### config.mk
export PLATFORM = sky130hd
export DESIGN_NAME = front_panel_debug_control
export DESIGN_NICKNAME = d
export VERILOG_FILES = /design/src/rtl/front_panel_debug_control.v
export VERILOG_INCLUDE_DIRS = /design/src /design/src/rtl
export SDC_FILE = /design/constraint.sdc
export NUM_CORES = 1
export LEC_CHECK = 0
export BUFFER_PORTS_ARGS = -buffer_cell sky130_fd_sc_hd__buf_4
export CAP_MARGIN = 20
export CELL_PAD_IN_SITES_DETAIL_PLACEMENT = 0
export CELL_PAD_IN_SITES_GLOBAL_PLACEMENT = 1
export CORE_MARGIN = 4
export CORE_UTILIZATION = 45
export DETAILED_ROUTE_END_ITERATION = 8
export HOLD_SLACK_MARGIN = 0.15
export PLACE_DENSITY_LB_ADDON = 0.1
export SLEW_MARGIN = 10
export SYNTH_ARGS = -nofsm -noshare
export SYNTH_HDL_FRONTEND = slang
export SYNTH_SLANG_ARGS = --single-unit
### constraint.sdc
create_clock -name core_clk -period 8.9 [get_ports core_clk]
set_input_delay 0.89 -clock core_clk [delete_from_list [all_inputs] [get_ports core_clk]]
set_output_delay 0.89 -clock core_clk [all_outputs]
set_load 0.02 [all_outputs]
### src/rtl/front_panel_defs.vh
`ifndef FRONT_PANEL_DEFS_VH
`define FRONT_PANEL_DEFS_VH

// --------------------------------------------
// Register offsets (byte addresses)
// --------------------------------------------
`define OFS_CTRL        8'h00
`define OFS_STATUS      8'h04
`define OFS_DISPLAY     8'h08
`define OFS_ATTR        8'h0C
`define OFS_REFADDR     8'h10
`define OFS_IMG_BASE    8'h40
`define IMG_COUNT       4'hB

// --------------------------------------------
// Control fields and reset values
// --------------------------------------------
`define CTRL_STEP_BIT   0
`define CTRL_HALTDBG_BIT 1
`define CTRL_RESET      2'h0
`define IMG_RESET       8'h00

// --------------------------------------------
// Keypad codes in command meaning
// --------------------------------------------
`define KEY_READ_BASE   5'h00
`define KEY_LOAD_BASE   5'h07
`define KEY_READ_MEM    5'h0E
`define KEY_LOAD_MEM    5'h0F
`define KEY_ADDR_ABORT  5'h10

// --------------------------------------------
// Chain flag, entry kinds, dash masks
// --------------------------------------------
`define CHAIN_IDLE      2'h0
`define CHAIN_READ      2'h1
`define CHAIN_WRITE     2'h2
`define OP_LOAD_REG     2'h0
`define OP_ADDR         2'h1
`define OP_LOAD_MEM     2'h2
`define MASK_WIDE       6'h0F
`define MASK_NARROW     6'h03
`define MASK_DATA       6'h30
`define DATA_POS        3'h4

`endif

### src/rtl/front_panel_debug_control.v
// Added by the designer: the Wishbone register port and the register offsets.
`timescale 1ns/1ps
`include "front_panel_defs.vh"

module front_panel_debug_control (
  input  wire        core_clk,
  input  wire        rst,
  input  wire        wb_cyc_i,
  input  wire        wb_stb_i,
  input  wire        wb_we_i,
  input  wire [7:0]  wb_adr_i,
  input  wire [3:0]  wb_sel_i,
  input  wire [31:0] wb_dat_i,
  output wire [31:0] wb_dat_o,
  output wire        wb_ack_o,
  input  wire        key_valid,
  input  wire [4:0]  key_code,
  input  wire        run_key,
  input  wire        halt_key,
  input  wire        restart_key,
  input  wire        debug_req_n,
  input  wire        cpu_instr_done,
  input  wire        cpu_halt_exec,
  output wire        run_mode,
  output wire        mem_req,
  output wire        mem_we,
  output wire [15:0] mem_addr,
  output wire [7:0]  mem_wdata,
  input  wire        mem_ack,
  input  wire [7:0]  mem_rdata,
  output wire [23:0] disp_digits,
  output wire        disp_blank,
  output wire [5:0]  disp_dash_mask,
  output wire [2:0]  disp_suffix,
  output wire        disp_small_zero,
  output wire        disp_error
);

  // --------------------------------------------
  // State
  // --------------------------------------------
  localparam [2:0] M_IDLE   = 3'h0;
  localparam [2:0] M_READ   = 3'h1;
  localparam [2:0] M_WRITE  = 3'h2;
  localparam [2:0] M_VREQ   = 3'h3;
  localparam [2:0] M_VERIFY = 3'h4;

  reg [7:0]  img_ff [0:10];
  reg [1:0]  ctrl_ff;
  reg        run_ff;
  reg        halt_pend_ff;
  reg        show_pc_ff;
  reg [15:0] ref_ff;
  reg [1:0]  chain_ff;
  reg        pend_ff;
  reg [1:0]  op_ff;
  reg [2:0]  ent_reg_ff;
  reg [2:0]  ent_cnt_ff;
  reg [2:0]  ent_need_ff;
  reg [2:0]  ent_base_ff;
  reg [15:0] ent_val_ff;
  reg [2:0]  mst_ff;
  reg        mem_req_ff;
  reg        mem_we_ff;
  reg [15:0] mem_addr_ff;
  reg [7:0]  mem_wdata_ff;
  reg [23:0] digits_ff;
  reg [5:0]  mask_ff;
  reg [2:0]  suffix_ff;
  reg        small_zero_ff;
  reg        error_ff;
  reg        wb_ack_ff;
  reg [31:0] wb_dat_ff;
  integer    i;

  // --------------------------------------------
  // Helpers
  // --------------------------------------------
  function is_wide;
    input [2:0] r;
    begin
      is_wide = ~r[2];
    end
  endfunction

  function [3:0] img_base;
    input [2:0] r;
    begin
      if (is_wide(r)) begin
        img_base = {1'b0, r[1:0], 1'b0};
      end else begin
        img_base = {1'b0, r} + 4'h4;
      end
    end
  endfunction

  function [23:0] put_nib;
    input [23:0] d;
    input [2:0]  pos;
    input [3:0]  v;
    reg   [23:0] t;
    integer      k;
    begin
      t = d;
      for (k = 0; k < 6; k = k + 1) begin
        if (pos == k[2:0]) begin
          t[23 - 4 * k -: 4] = v;
        end
      end
      put_nib = t;
    end
  endfunction

  wire [2:0]  rd_reg    = key_code[2:0];
  wire [4:0]  ld_diff   = key_code - `KEY_LOAD_BASE;
  wire [2:0]  ld_reg    = ld_diff[2:0];
  wire [3:0]  rd_b      = img_base(rd_reg);
  wire [15:0] rd_val    = is_wide(rd_reg) ? {img_ff[rd_b], img_ff[rd_b + 4'h1]} : {8'h00, img_ff[rd_b]};
  wire [15:0] pc_val    = {img_ff[0], img_ff[1]};
  wire [15:0] ref_inc   = ref_ff + 16'h0001;
  wire [15:0] rd_addr   = (chain_ff == `CHAIN_READ) ? ref_inc : ref_ff;
  wire [15:0] wr_addr   = (chain_ff == `CHAIN_WRITE) ? ref_inc : ref_ff;
  wire [15:0] ent_next  = {ent_val_ff[11:0], key_code[3:0]};
  wire [2:0]  ent_pos   = ent_base_ff + ent_cnt_ff;
  wire [2:0]  cnt_next  = ent_cnt_ff + 3'h1;
  wire [3:0]  ent_b     = img_base(ent_reg_ff);
  wire        mem_idle  = (mst_ff == M_IDLE);
  wire        wb_take   = wb_cyc_i & wb_stb_i & ~wb_ack_ff;
  wire        img_hit   = (wb_adr_i[7:6] == 2'b01) && (wb_adr_i[5:2] < `IMG_COUNT) && (wb_adr_i[1:0] == 2'b00);
  wire        step_mode = ctrl_ff[`CTRL_STEP_BIT];
  wire        halt_dbg  = ctrl_ff[`CTRL_HALTDBG_BIT];

  // Step, halt key and debug request end a run only on an instruction boundary, so the saved state is whole
  wire        stop_at_done = step_mode | halt_pend_ff | ~debug_req_n;
  wire        run_exit  = run_ff & (restart_key
                                    | (cpu_halt_exec & halt_dbg)
                                    | (cpu_instr_done & stop_at_done));

  // --------------------------------------------
  // Bus read mux
  // --------------------------------------------
  reg [31:0] rd_mux;
  always @* begin
    rd_mux = 32'h0000_0000;
    case (wb_adr_i)
      `OFS_CTRL:    rd_mux = {30'h0, ctrl_ff};
      `OFS_STATUS:  rd_mux = {25'h0, mst_ff != M_IDLE, error_ff, chain_ff, pend_ff, halt_pend_ff, run_ff};
      `OFS_DISPLAY: rd_mux = {8'h00, digits_ff};
      `OFS_ATTR:    rd_mux = {20'h0, small_zero_ff, error_ff, suffix_ff, mask_ff, run_ff};
      `OFS_REFADDR: rd_mux = {16'h0, ref_ff};
      default: begin
        if (img_hit) begin
          rd_mux = {24'h0, img_ff[wb_adr_i[5:2]]};
        end
      end
    endcase
  end

  // --------------------------------------------
  // Main sequencer
  // --------------------------------------------
  always @(posedge core_clk) begin
    if (rst) begin
      for (i = 0; i < 11; i = i + 1) begin
        img_ff[i] <= `IMG_RESET;
      end
      ctrl_ff       <= `CTRL_RESET;
      run_ff        <= 1'b0;
      halt_pend_ff  <= 1'b0;
      show_pc_ff    <= 1'b1;
      ref_ff        <= 16'h0000;
      chain_ff      <= `CHAIN_IDLE;
      pend_ff       <= 1'b0;
      op_ff         <= `OP_LOAD_REG;
      ent_reg_ff    <= 3'h0;
      ent_cnt_ff    <= 3'h0;
      ent_need_ff   <= 3'h0;
      ent_base_ff   <= 3'h0;
      ent_val_ff    <= 16'h0000;
      mst_ff        <= M_IDLE;
      mem_req_ff    <= 1'b0;
      mem_we_ff     <= 1'b0;
      mem_addr_ff   <= 16'h0000;
      mem_wdata_ff  <= 8'h00;
      digits_ff     <= 24'h000000;
      mask_ff       <= 6'h00;
      suffix_ff     <= 3'h0;
      small_zero_ff <= 1'b0;
      error_ff      <= 1'b0;
      wb_ack_ff     <= 1'b0;
      wb_dat_ff     <= 32'h0000_0000;
    end else begin
      // Registered ack: one wait cycle, unmapped reads give zero
      wb_ack_ff <= wb_take;
      wb_dat_ff <= rd_mux;
      if (wb_take & wb_we_i & wb_sel_i[0]) begin
        if (wb_adr_i == `OFS_CTRL) begin
          ctrl_ff <= wb_dat_i[1:0];
        end else if (img_hit) begin
          img_ff[wb_adr_i[5:2]] <= wb_dat_i[7:0];
        end
      end

      if (run_ff) begin
        // Halt opcode with the ignore setting leaves the run going
        if (halt_key) begin
          halt_pend_ff <= 1'b1;
        end
        if (run_exit) begin
          run_ff       <= 1'b0;
          halt_pend_ff <= 1'b0;
          show_pc_ff   <= 1'b1;
        end
      end else if (restart_key) begin
        // Restart in debug drops any command in progress
        pend_ff    <= 1'b0;
        mst_ff     <= M_IDLE;
        mem_req_ff <= 1'b0;
        show_pc_ff <= 1'b1;
      end else if (show_pc_ff) begin
        show_pc_ff    <= 1'b0;
        digits_ff     <= {pc_val, 8'h00};
        suffix_ff     <= 3'h1;
        mask_ff       <= 6'h00;
        small_zero_ff <= 1'b0;
        error_ff      <= 1'b0;
        ref_ff        <= pc_val;
        chain_ff      <= `CHAIN_IDLE;
      end else if (!mem_idle) begin
        // Keys are ignored while a memory cycle is outstanding
        case (mst_ff)
          M_READ: begin
            if (mem_ack) begin
              mem_req_ff      <= 1'b0;
              digits_ff[7:0]  <= mem_rdata;
              mst_ff          <= M_IDLE;
            end
          end
          M_WRITE: begin
            if (mem_ack) begin
              mem_req_ff <= 1'b0;
              mst_ff     <= M_VREQ;
            end
          end
          M_VREQ: begin
            mem_req_ff <= 1'b1;
            mem_we_ff  <= 1'b0;
            mst_ff     <= M_VERIFY;
          end
          M_VERIFY: begin
            if (mem_ack) begin
              mem_req_ff     <= 1'b0;
              digits_ff[7:0] <= mem_rdata;
              error_ff       <= (mem_rdata != mem_wdata_ff);
              mst_ff         <= M_IDLE;
            end
          end
          default: begin
            mem_req_ff <= 1'b0;
            mst_ff     <= M_IDLE;
          end
        endcase
      end else if (run_key && !pend_ff) begin
        run_ff   <= 1'b1;
        chain_ff <= `CHAIN_IDLE;
      end else if (key_valid && pend_ff) begin
        if (key_code == `KEY_ADDR_ABORT) begin
          pend_ff       <= 1'b0;
          small_zero_ff <= 1'b1;
          digits_ff     <= 24'h000000;
          mask_ff       <= 6'h00;
          suffix_ff     <= 3'h0;
          chain_ff      <= `CHAIN_IDLE;
        end else if (!key_code[4]) begin
          digits_ff  <= put_nib(digits_ff, ent_pos, key_code[3:0]);
          mask_ff    <= mask_ff & ~(6'h01 << ent_pos);
          ent_val_ff <= ent_next;
          ent_cnt_ff <= cnt_next;
          if (cnt_next == ent_need_ff) begin
            pend_ff <= 1'b0;
            case (op_ff)
              `OP_LOAD_REG: begin
                if (is_wide(ent_reg_ff)) begin
                  img_ff[ent_b]        <= ent_next[15:8];
                  img_ff[ent_b + 4'h1] <= ent_next[7:0];
                  ref_ff               <= ent_next;
                end else begin
                  img_ff[ent_b] <= ent_next[7:0];
                end
              end
              `OP_ADDR: begin
                ref_ff      <= ent_next;
                mem_addr_ff <= ent_next;
                mem_we_ff   <= 1'b0;
                mem_req_ff  <= 1'b1;
                mst_ff      <= M_READ;
                chain_ff    <= `CHAIN_READ;
              end
              default: begin
                mem_addr_ff  <= ref_ff;
                mem_wdata_ff <= ent_next[7:0];
                mem_we_ff    <= 1'b1;
                mem_req_ff   <= 1'b1;
                mst_ff       <= M_WRITE;
              end
            endcase
          end
        end
      end else if (key_valid) begin
        small_zero_ff <= 1'b0;
        error_ff      <= 1'b0;
        mask_ff       <= 6'h00;
        ent_cnt_ff    <= 3'h0;
        ent_val_ff    <= 16'h0000;
        if (key_code == `KEY_ADDR_ABORT) begin
          pend_ff     <= 1'b1;
          op_ff       <= `OP_ADDR;
          ent_need_ff <= 3'h4;
          ent_base_ff <= 3'h0;
          mask_ff     <= `MASK_WIDE;
          digits_ff   <= 24'h000000;
          suffix_ff   <= 3'h0;
          chain_ff    <= `CHAIN_IDLE;
        end else if (key_code < `KEY_LOAD_BASE) begin
          suffix_ff <= rd_reg + 3'h1;
          chain_ff  <= `CHAIN_IDLE;
          if (is_wide(rd_reg)) begin
            digits_ff <= {rd_val, 8'h00};
            ref_ff    <= rd_val;
          end else begin
            digits_ff <= {rd_val[7:0], 16'h0000};
          end
        end else if (key_code < `KEY_READ_MEM) begin
          pend_ff     <= 1'b1;
          op_ff       <= `OP_LOAD_REG;
          ent_reg_ff  <= ld_reg;
          ent_need_ff <= is_wide(ld_reg) ? 3'h4 : 3'h2;
          ent_base_ff <= 3'h0;
          mask_ff     <= is_wide(ld_reg) ? `MASK_WIDE : `MASK_NARROW;
          digits_ff   <= 24'h000000;
          suffix_ff   <= ld_reg + 3'h1;
          chain_ff    <= `CHAIN_IDLE;
        end else if (key_code == `KEY_READ_MEM) begin
          ref_ff      <= rd_addr;
          digits_ff   <= {rd_addr, 8'h00};
          suffix_ff   <= 3'h0;
          mem_addr_ff <= rd_addr;
          mem_we_ff   <= 1'b0;
          mem_req_ff  <= 1'b1;
          mst_ff      <= M_READ;
          chain_ff    <= `CHAIN_READ;
        end else begin
          ref_ff      <= wr_addr;
          digits_ff   <= {wr_addr, 8'h00};
          mask_ff     <= `MASK_DATA;
          suffix_ff   <= 3'h0;
          pend_ff     <= 1'b1;
          op_ff       <= `OP_LOAD_MEM;
          ent_need_ff <= 3'h2;
          ent_base_ff <= `DATA_POS;
          chain_ff    <= `CHAIN_WRITE;
        end
      end
    end
  end

  // --------------------------------------------
  // Outputs
  // --------------------------------------------
  assign wb_ack_o        = wb_ack_ff;
  assign wb_dat_o        = wb_dat_ff;
  assign run_mode        = run_ff;
  assign mem_req         = mem_req_ff;
  assign mem_we          = mem_we_ff;
  assign mem_addr        = mem_addr_ff;
  assign mem_wdata       = mem_wdata_ff;
  assign disp_digits     = digits_ff;
  assign disp_blank      = run_ff;
  assign disp_dash_mask  = mask_ff;
  assign disp_suffix     = suffix_ff;
  assign disp_small_zero = small_zero_ff;
  assign disp_error      = error_ff;

endmodule // front_panel_debug_control

==> results of run 1 <==
-- state kept, by name, indices dropped and copies added (netlist names), 2 cells and up --
name,cells
img_ff,128
disp_digits,24
wb_dat_o,24
mem_addr,16
ref_ff,16
ent_val_ff,12
mem_wdata,8
disp_dash_mask,6
disp_suffix,3
ent_cnt_ff,3
ent_reg_ff,3
mst_ff,3
chain_ff,2
ctrl_ff,2
ent_need_ff,2
-- kinds of logic (layout without fill, tap and decap cells) --
family	Yosys count	in the layout	synth area share, %
simple gates	520	520	16.7
compound gates	475	475	20.8
flops	263	263	41.2
buf+inv	199	267	5.45
mux	136	136	13.5
xor+xnor	26	26	1.53
fa+ha+maj	11	11	0.865
other cells	1	40	0.0236
-- critical path, cell delays in order --
cell and delay (ns):
buf_4 0.47, nand2_1 0.71, inv_1 0.89, ha_1 0.29
xor2_1 0.55, buf_4 0.32, mux4_2 0.31, and3_1 0.19
a31oi_1 0.26, nand4_1 0.13, a31o_2 0.25
-- synth_stat cells (9+ instances only) --
cell | instances | area share [%]
buf_4 | 14 | 0.66
a22oi_1 | 13 | 0.61
buf_1 | 14 | 0.33
ha_1 | 11 | 0.87
nand3_1 | 64 | 2.0
nor2_1 | 122 | 2.9
a21o_1 | 9 | 0.42
a211oi_1 | 11 | 0.52
edfxtp_1 | 128 | 24
nor4_1 | 13 | 0.51
a21boi_0 | 9 | 0.42
xnor2_1 | 13 | 0.72
mux2i_1 | 67 | 4.2
nor2b_1 | 9 | 0.35
a221oi_1 | 10 | 0.55
dfxtp_1 | 135 | 17
a31oi_1 | 15 | 0.59
inv_1 | 51 | 1.2
o2bb2ai_1 | 34 | 1.9
and3_1 | 20 | 0.79
o22ai_1 | 17 | 0.67
mux4_2 | 58 | 8.2
a311oi_1 | 17 | 0.94
o21ai_1 | 10 | 0.31
or3_1 | 17 | 0.67
nor3_1 | 38 | 1.2
xor2_1 | 12 | 0.66
a22o_1 | 34 | 1.9
o21ai_0 | 63 | 2.0
o211ai_1 | 23 | 1.1
a21oi_1 | 127 | 4.0
clkbuf_1 | 77 | 1.8
nand4_1 | 9 | 0.35
buf_2 | 36 | 1.1
nand2b_1 | 23 | 0.90
nand2_1 | 147 | 3.5
-- power by group through the flow --
stage,sequential [uW],clock (uW),combinational (uW)
3_5_place_dp,1380,0,362
5_1_grt,1350,1380,392
6_report,1350,1320,374
3_3_place_gp,1370,0,360
4_1_cts,1350,1340,364
2_1_floorplan,1350,0,239
-- layout make-up --
class / count / area (um^2) / area share, %
Sequential cell: 263 / 6550 / 36.0
Clock buffer: 39 / 836 / 4.60
Tap cell: 455 / 569 / 3.13
Clock inverter: 16 / 199 / 1.09
Inverter: 55 / 206 / 1.14
Multi-Input combinational cell: 1208 / 8660 / 47.6
Timing Repair Buffer: 157 / 1170 / 6.45
-- through the flow --
step	worst slack, ns	instance area (um^2)	hold slack [ns]
detailed placement	3.57	17100	0.442
finish	4.08	18200	0.453
global placement	3.70	17100	0.437
global route	3.93	18200	0.477
floorplan	5.34	16100	0.449
CTS	4.17	18200	0.454
-- worst max-delay path by stage --
stage	startpoint	slack [ns]	depth (start not counted)	to
final	key_code[0]	4.08	11	ref_ff[5]
after detailed placement	key_code[0]	3.57	11	ref_ff[5]
after global routing	key_code[0]	3.93	11	ref_ff[5]
after global placement	key_code[0]	3.70	11	ref_ff[5]
after CTS	key_code[0]	4.17	11	ref_ff[5]
after floorplan	key_code[0]	5.34	11	disp_digits[16]
-- routing by layer --
layer,vias to the layer above,global-route usage (%)
li1,6336,-
met5,-,0
met2,995,47.3
met1,7216,47.5
met3,148,6.46
met4,0,11.8
==> results_dict.tcl, run 1 <==
set metrics [dict create \
    die_w_um 196 \
    wl_met1_mm 26.7 \
    end_kind "flip-flop" \
    ys_seq_area_share_pct 41.2 \
    holdPathEnd "wb_ack_o" \
    numCtsBuffers 31 \
    final.period_utilization_pct 54.2 \
    cts.repair.resized 0 \
    die_area_mm2 0.0384 \
    tightest_slew_ns 1.09 \
    drv_slew 0 \
    die_y_um 196 \
    grt_pass1_wl_mm 93.6 \
    root_buffer "clkbuf_16" \
    internal_power_uw 2240 \
    p_leak_uw 0.00683 \
    dr_wl_met2_mm 27.1 \
    drive_above_1_share_pct 18.3 \
    max-vdd-ir-drop_v 0.000144 \
    layoutNonFillerInstCount 2193 \
    wl_per_cell_um 29.2 \
    power_uw 3050 \
    antenna_found_initial 0 \
    period_needed_ns 4.82 \
    rsz0062_at_grt "no" \
    final_common_cell "buf_4" \
    setup_viol 0 \
    final_cell_mix "154 x buf_4, 147 x nand2_1, 135 x dfxtp_1" \
    start_util_pct 45.8 \
    initialDrtViolationCount 2085 \
    required_ns 9.37 \
    yosysUniqueCellTypes 97 \
    dp.cells 2136 \
    postRouteAntennaNets 0 \
    maxSlewHeadroom_pct 26.9 \
    synth_edf_count 128 \
    top_layer "met4" \
    cts_tree "done" \
    yosys_warnings 0 \
    seqPwrFrac_pct 44.4 \
    ys_seq_elements 263 \
    route.met3.wl_mm 7.46 \
    h-tree-depth 1 \
    ctsHoldBuffers 0 \
    grt_usage_pct 32.3 \
    nets 1797 \
    hp-start "wb_ack_o" \
    fmax_mhz 207 \
    fin_util_pct 52.4 \
    combPwrFrac_pct 12.3 \
    drc 0 \
    path_class "in2reg" \
    nFillCells 3247 \
    finalWeightedCongestion 0.976 \
    min_path_type "reg2reg" \
    outcome "finished clean" \
    ctsLongestPathBuffers 3 \
    via_per_inst 6.70 \
    num_io_pins 166 \
    overflow 0 \
    dpl.hpwl_mm 46.4 \
    r2r_slack_ns 4.88 \
    syn_avg_cell_area_um2 9.75 \
    power_density_mw_per_mm2 168 \
    r2r_cells 6 \
    fp-row-count 68 \
    fin_skew_ns 0.0195 \
    clk_pin_slew_ns 0.06 \
    netSwitchingPower_uw 815 \
    core_mm2 0.0347 \
    area_delta_synth_final_pct 14.3 \
    cts_setup_buffers 0 \
    synth_ff_type "dfxtp_1" \
    n_antenna_cell 0 \
    sw_frac_of_total_pct 26.7 \
    async_reset_ff_share_pct 0 \
    rr_endpoint "img_ff[8][6]" \
    fin_tns_setup_ns 0 \
    r2r-start "pend_ff" \
    hold_depth 1 \
    netlist_area_mm2 0.0159 \
    start_kind "primary input" \
    clkSinkCount 263 \
    grt_start_max_net_pins 79 \
    cp_max_fo 37 \
    arrival_ns 5.29 \
    io_buffers 130 \
    drt_wl_total_mm 64.1 \
    drv_cap 0 \
    hold_viol_final 0 \
    first_pass_iters 6 \
    clockPowerShare_pct 43.4 \
    via_count 14695 \
    insertion_delay_ns 0.59 \
    synthCells 1631 \
    grt_pass1_vias 13583 \
]
No activity file was read; power rests on OpenSTA's default activity.
==> run 2: changes to the inputs <==
CORE_UTILIZATION = 42   (was 45)
clock period = 4.3 ns   (was 8.9 ns; I/O delays follow)
==> run 2 against run 1 <==
Effect of this change:
- final cell count grew 3.7%
- non-clock buffer count grew 24
- critical path depth shrank 3
- total power grew 100%
- clock power grew 100%
- clock skew shrank 0.0083 ns
- combinational power grew 110%
- global-route usage shrank 1.9 points
- register-to-register slack lost 4.0 ns
==> results_dict.tcl, run 2 (synthesis results as in run 1) <==
set metrics [dict create \
    num_io_pins 166 \
    n_antenna_cell 0 \
    place_area_mm2 0.0174 \
    nets 1820 \
    drv_slew 0 \
    root_buffer "clkbuf_16" \
    fin_tns_setup_ns 0 \
    drt_wl_total_mm 64.6 \
    hold_depth 3 \
    power_density_mw_per_mm2 339 \
    die_area_mm2 0.0411 \
    overflow 0 \
    grt_pass1_wl_mm 94.2 \
    arrival_ns 3.62 \
    cts.repair.resized 0 \
    ctsHoldBuffers 2 \
    maxSlewHeadroom_pct 25.1 \
    ctsLongestPathBuffers 3 \
    final_cell_mix "178 x buf_4, 147 x nand2_1, 135 x dfxtp_1" \
    hp-start "halt_key" \
    cts_setup_buffers 0 \
    fmax_mhz 293 \
    path_class "reg2reg" \
    outcome "finished clean" \
    max-vdd-ir-drop_v 0.000319 \
    fp-row-count 71 \
    drive_above_1_share_pct 19.3 \
    initialDrtViolationCount 1869 \
    drv_cap 0 \
    multi_input_area_mm2 0.00866 \
    wl_per_cell_um 28.4 \
    p_leak_uw 0.00692 \
    end_kind "flip-flop" \
    via_per_inst 6.36 \
    top_register "img_ff" \
    clkSinkCount 263 \
    die_w_um 203 \
    drc 0 \
    finalWeightedCongestion 0.956 \
    stdcell_area_mm2 0.0184 \
    holdPathEnd "halt_pend_ff" \
    die_y_um 203 \
    grt_usage_pct 30.4 \
    postRouteAntennaNets 0 \
    largest_reg_flops 128 \
    via_count 14470 \
    fin_skew_ns 0.0112 \
    dpl.hpwl_mm 47.6 \
    r2r-start "mst_ff[2]" \
    r2r_cells 8 \
    rsz0062_at_grt "no" \
    antenna_found_initial 0 \
    start_kind "flip-flop" \
    period_needed_ns 3.42 \
    io_buffers 130 \
    core_mm2 0.0375 \
    area_delta_synth_final_pct 15.7 \
    nFillCells 3592 \
    seq_area_mm2 0.00655 \
    tightest_slew_ns 1.11 \
    cp_max_fo 13 \
    grt_pass1_vias 13647 \
    rr_endpoint "img_ff[6][1]" \
    numCtsBuffers 30 \
    final_common_cell "buf_4" \
    cts_tree "done" \
    min_path_type "in2reg" \
    clk_pin_slew_ns 0.07 \
    grt_start_max_net_pins 63 \
    start_util_pct 42.4 \
    first_pass_iters 6 \
    required_ns 4.50 \
    insertion_delay_ns 0.58 \
    final.period_utilization_pct 79.5 \
    setup_viol 0 \
    r2r_slack_ns 0.88 \
    h-tree-depth 1 \
    hold_viol_final 0 \
]
-- run 2: cell count changes in the layout (fill, tap and decap cells not counted), sizes merged, moves of 2 or more --
| cell | previous run | this run |
|---|---|---|
| clkinv | 12 | 8 |
| buf | 156 | 179 |
| dlygate4sd3 | 0 | 2 |
| bufinv | 5 | 3 |
| inv | 54 | 56 |
| clkbuf | 40 | 43 |
-- run 2: layout make-up --
cell class	instances	share of cell area, %
Inverter	55	1.12
Clock buffer	43	4.57
Multi-Input combinational cell	1208	47.0
Timing Repair Buffer	181	7.40
Sequential cell	263	35.6
Tap cell	511	3.47
Clock inverter	13	0.843
-- run 2: power by group --
| group | internal (uW) | leakage, uW | switching (uW) |
|---|---|---|---|
| clock network | 1540 | 0.000488 | 1100 |
| logic | 290 | 0.00407 | 499 |
| registers | 2700 | 0.00236 | 103 |
| total | 4530 | 0.00692 | 1710 |
-- run 2: worst max-delay path by stage --
stage / depth (start not counted) / start / slack [ns] / end
detailed placement: 9 / restart_key / 0.92 / img_ff[6][3]
global placement: 9 / restart_key / 0.95 / img_ff[6][2]
finish: 8 / mst_ff[2] / 0.88 / img_ff[6][1]
global route: 9 / ent_cnt_ff[0] / 0.74 / ref_ff[4]
CTS: 8 / mst_ff[2] / 0.95 / img_ff[6][5]
floorplan: 11 / key_code[0] / 1.20 / disp_digits[16]
-- run 2: layer usage --
metal | share of wire [%] | routed length, um | vias to the layer above | GRT usage [%]
li1 | - | - | 6388 | -
met1 | 42 | 27400 | 7098 | 43.8
met2 | 43 | 27600 | 836 | 45.3
met3 | 11 | 6860 | 148 | 6.76
met4 | 4.1 | 2660 | 0 | 10.7
met5 | 0 | 0 | - | 0
-- run 2: worst max-delay path: stages (launching register included) --
cell	delay (ns)
dfxtp_1	0.48
or3_1	0.63
nor4_4	0.20
buf_4	0.17
nand4b_1	0.34
nor2_1	0.28
buf_4	0.23
nor2_1	0.07
o21ai_1	0.62
-- run 2: metrics by stage --
stage          hold slack, ns  std cells  power, uW  util [%]  worst slack (ns)
3_5_place_dp            0.443       2215       3610      46.4             0.920
5_1_grt                 0.200       2274       6410      49.1             0.736
6_report                0.198       2274       6230      49.1             0.882
2_1_floorplan           0.449       1670       3300         -              1.20
3_3_place_gp            0.436       2215       3610      46.4             0.953
4_1_cts                 0.176       2273       6240      49.1             0.955
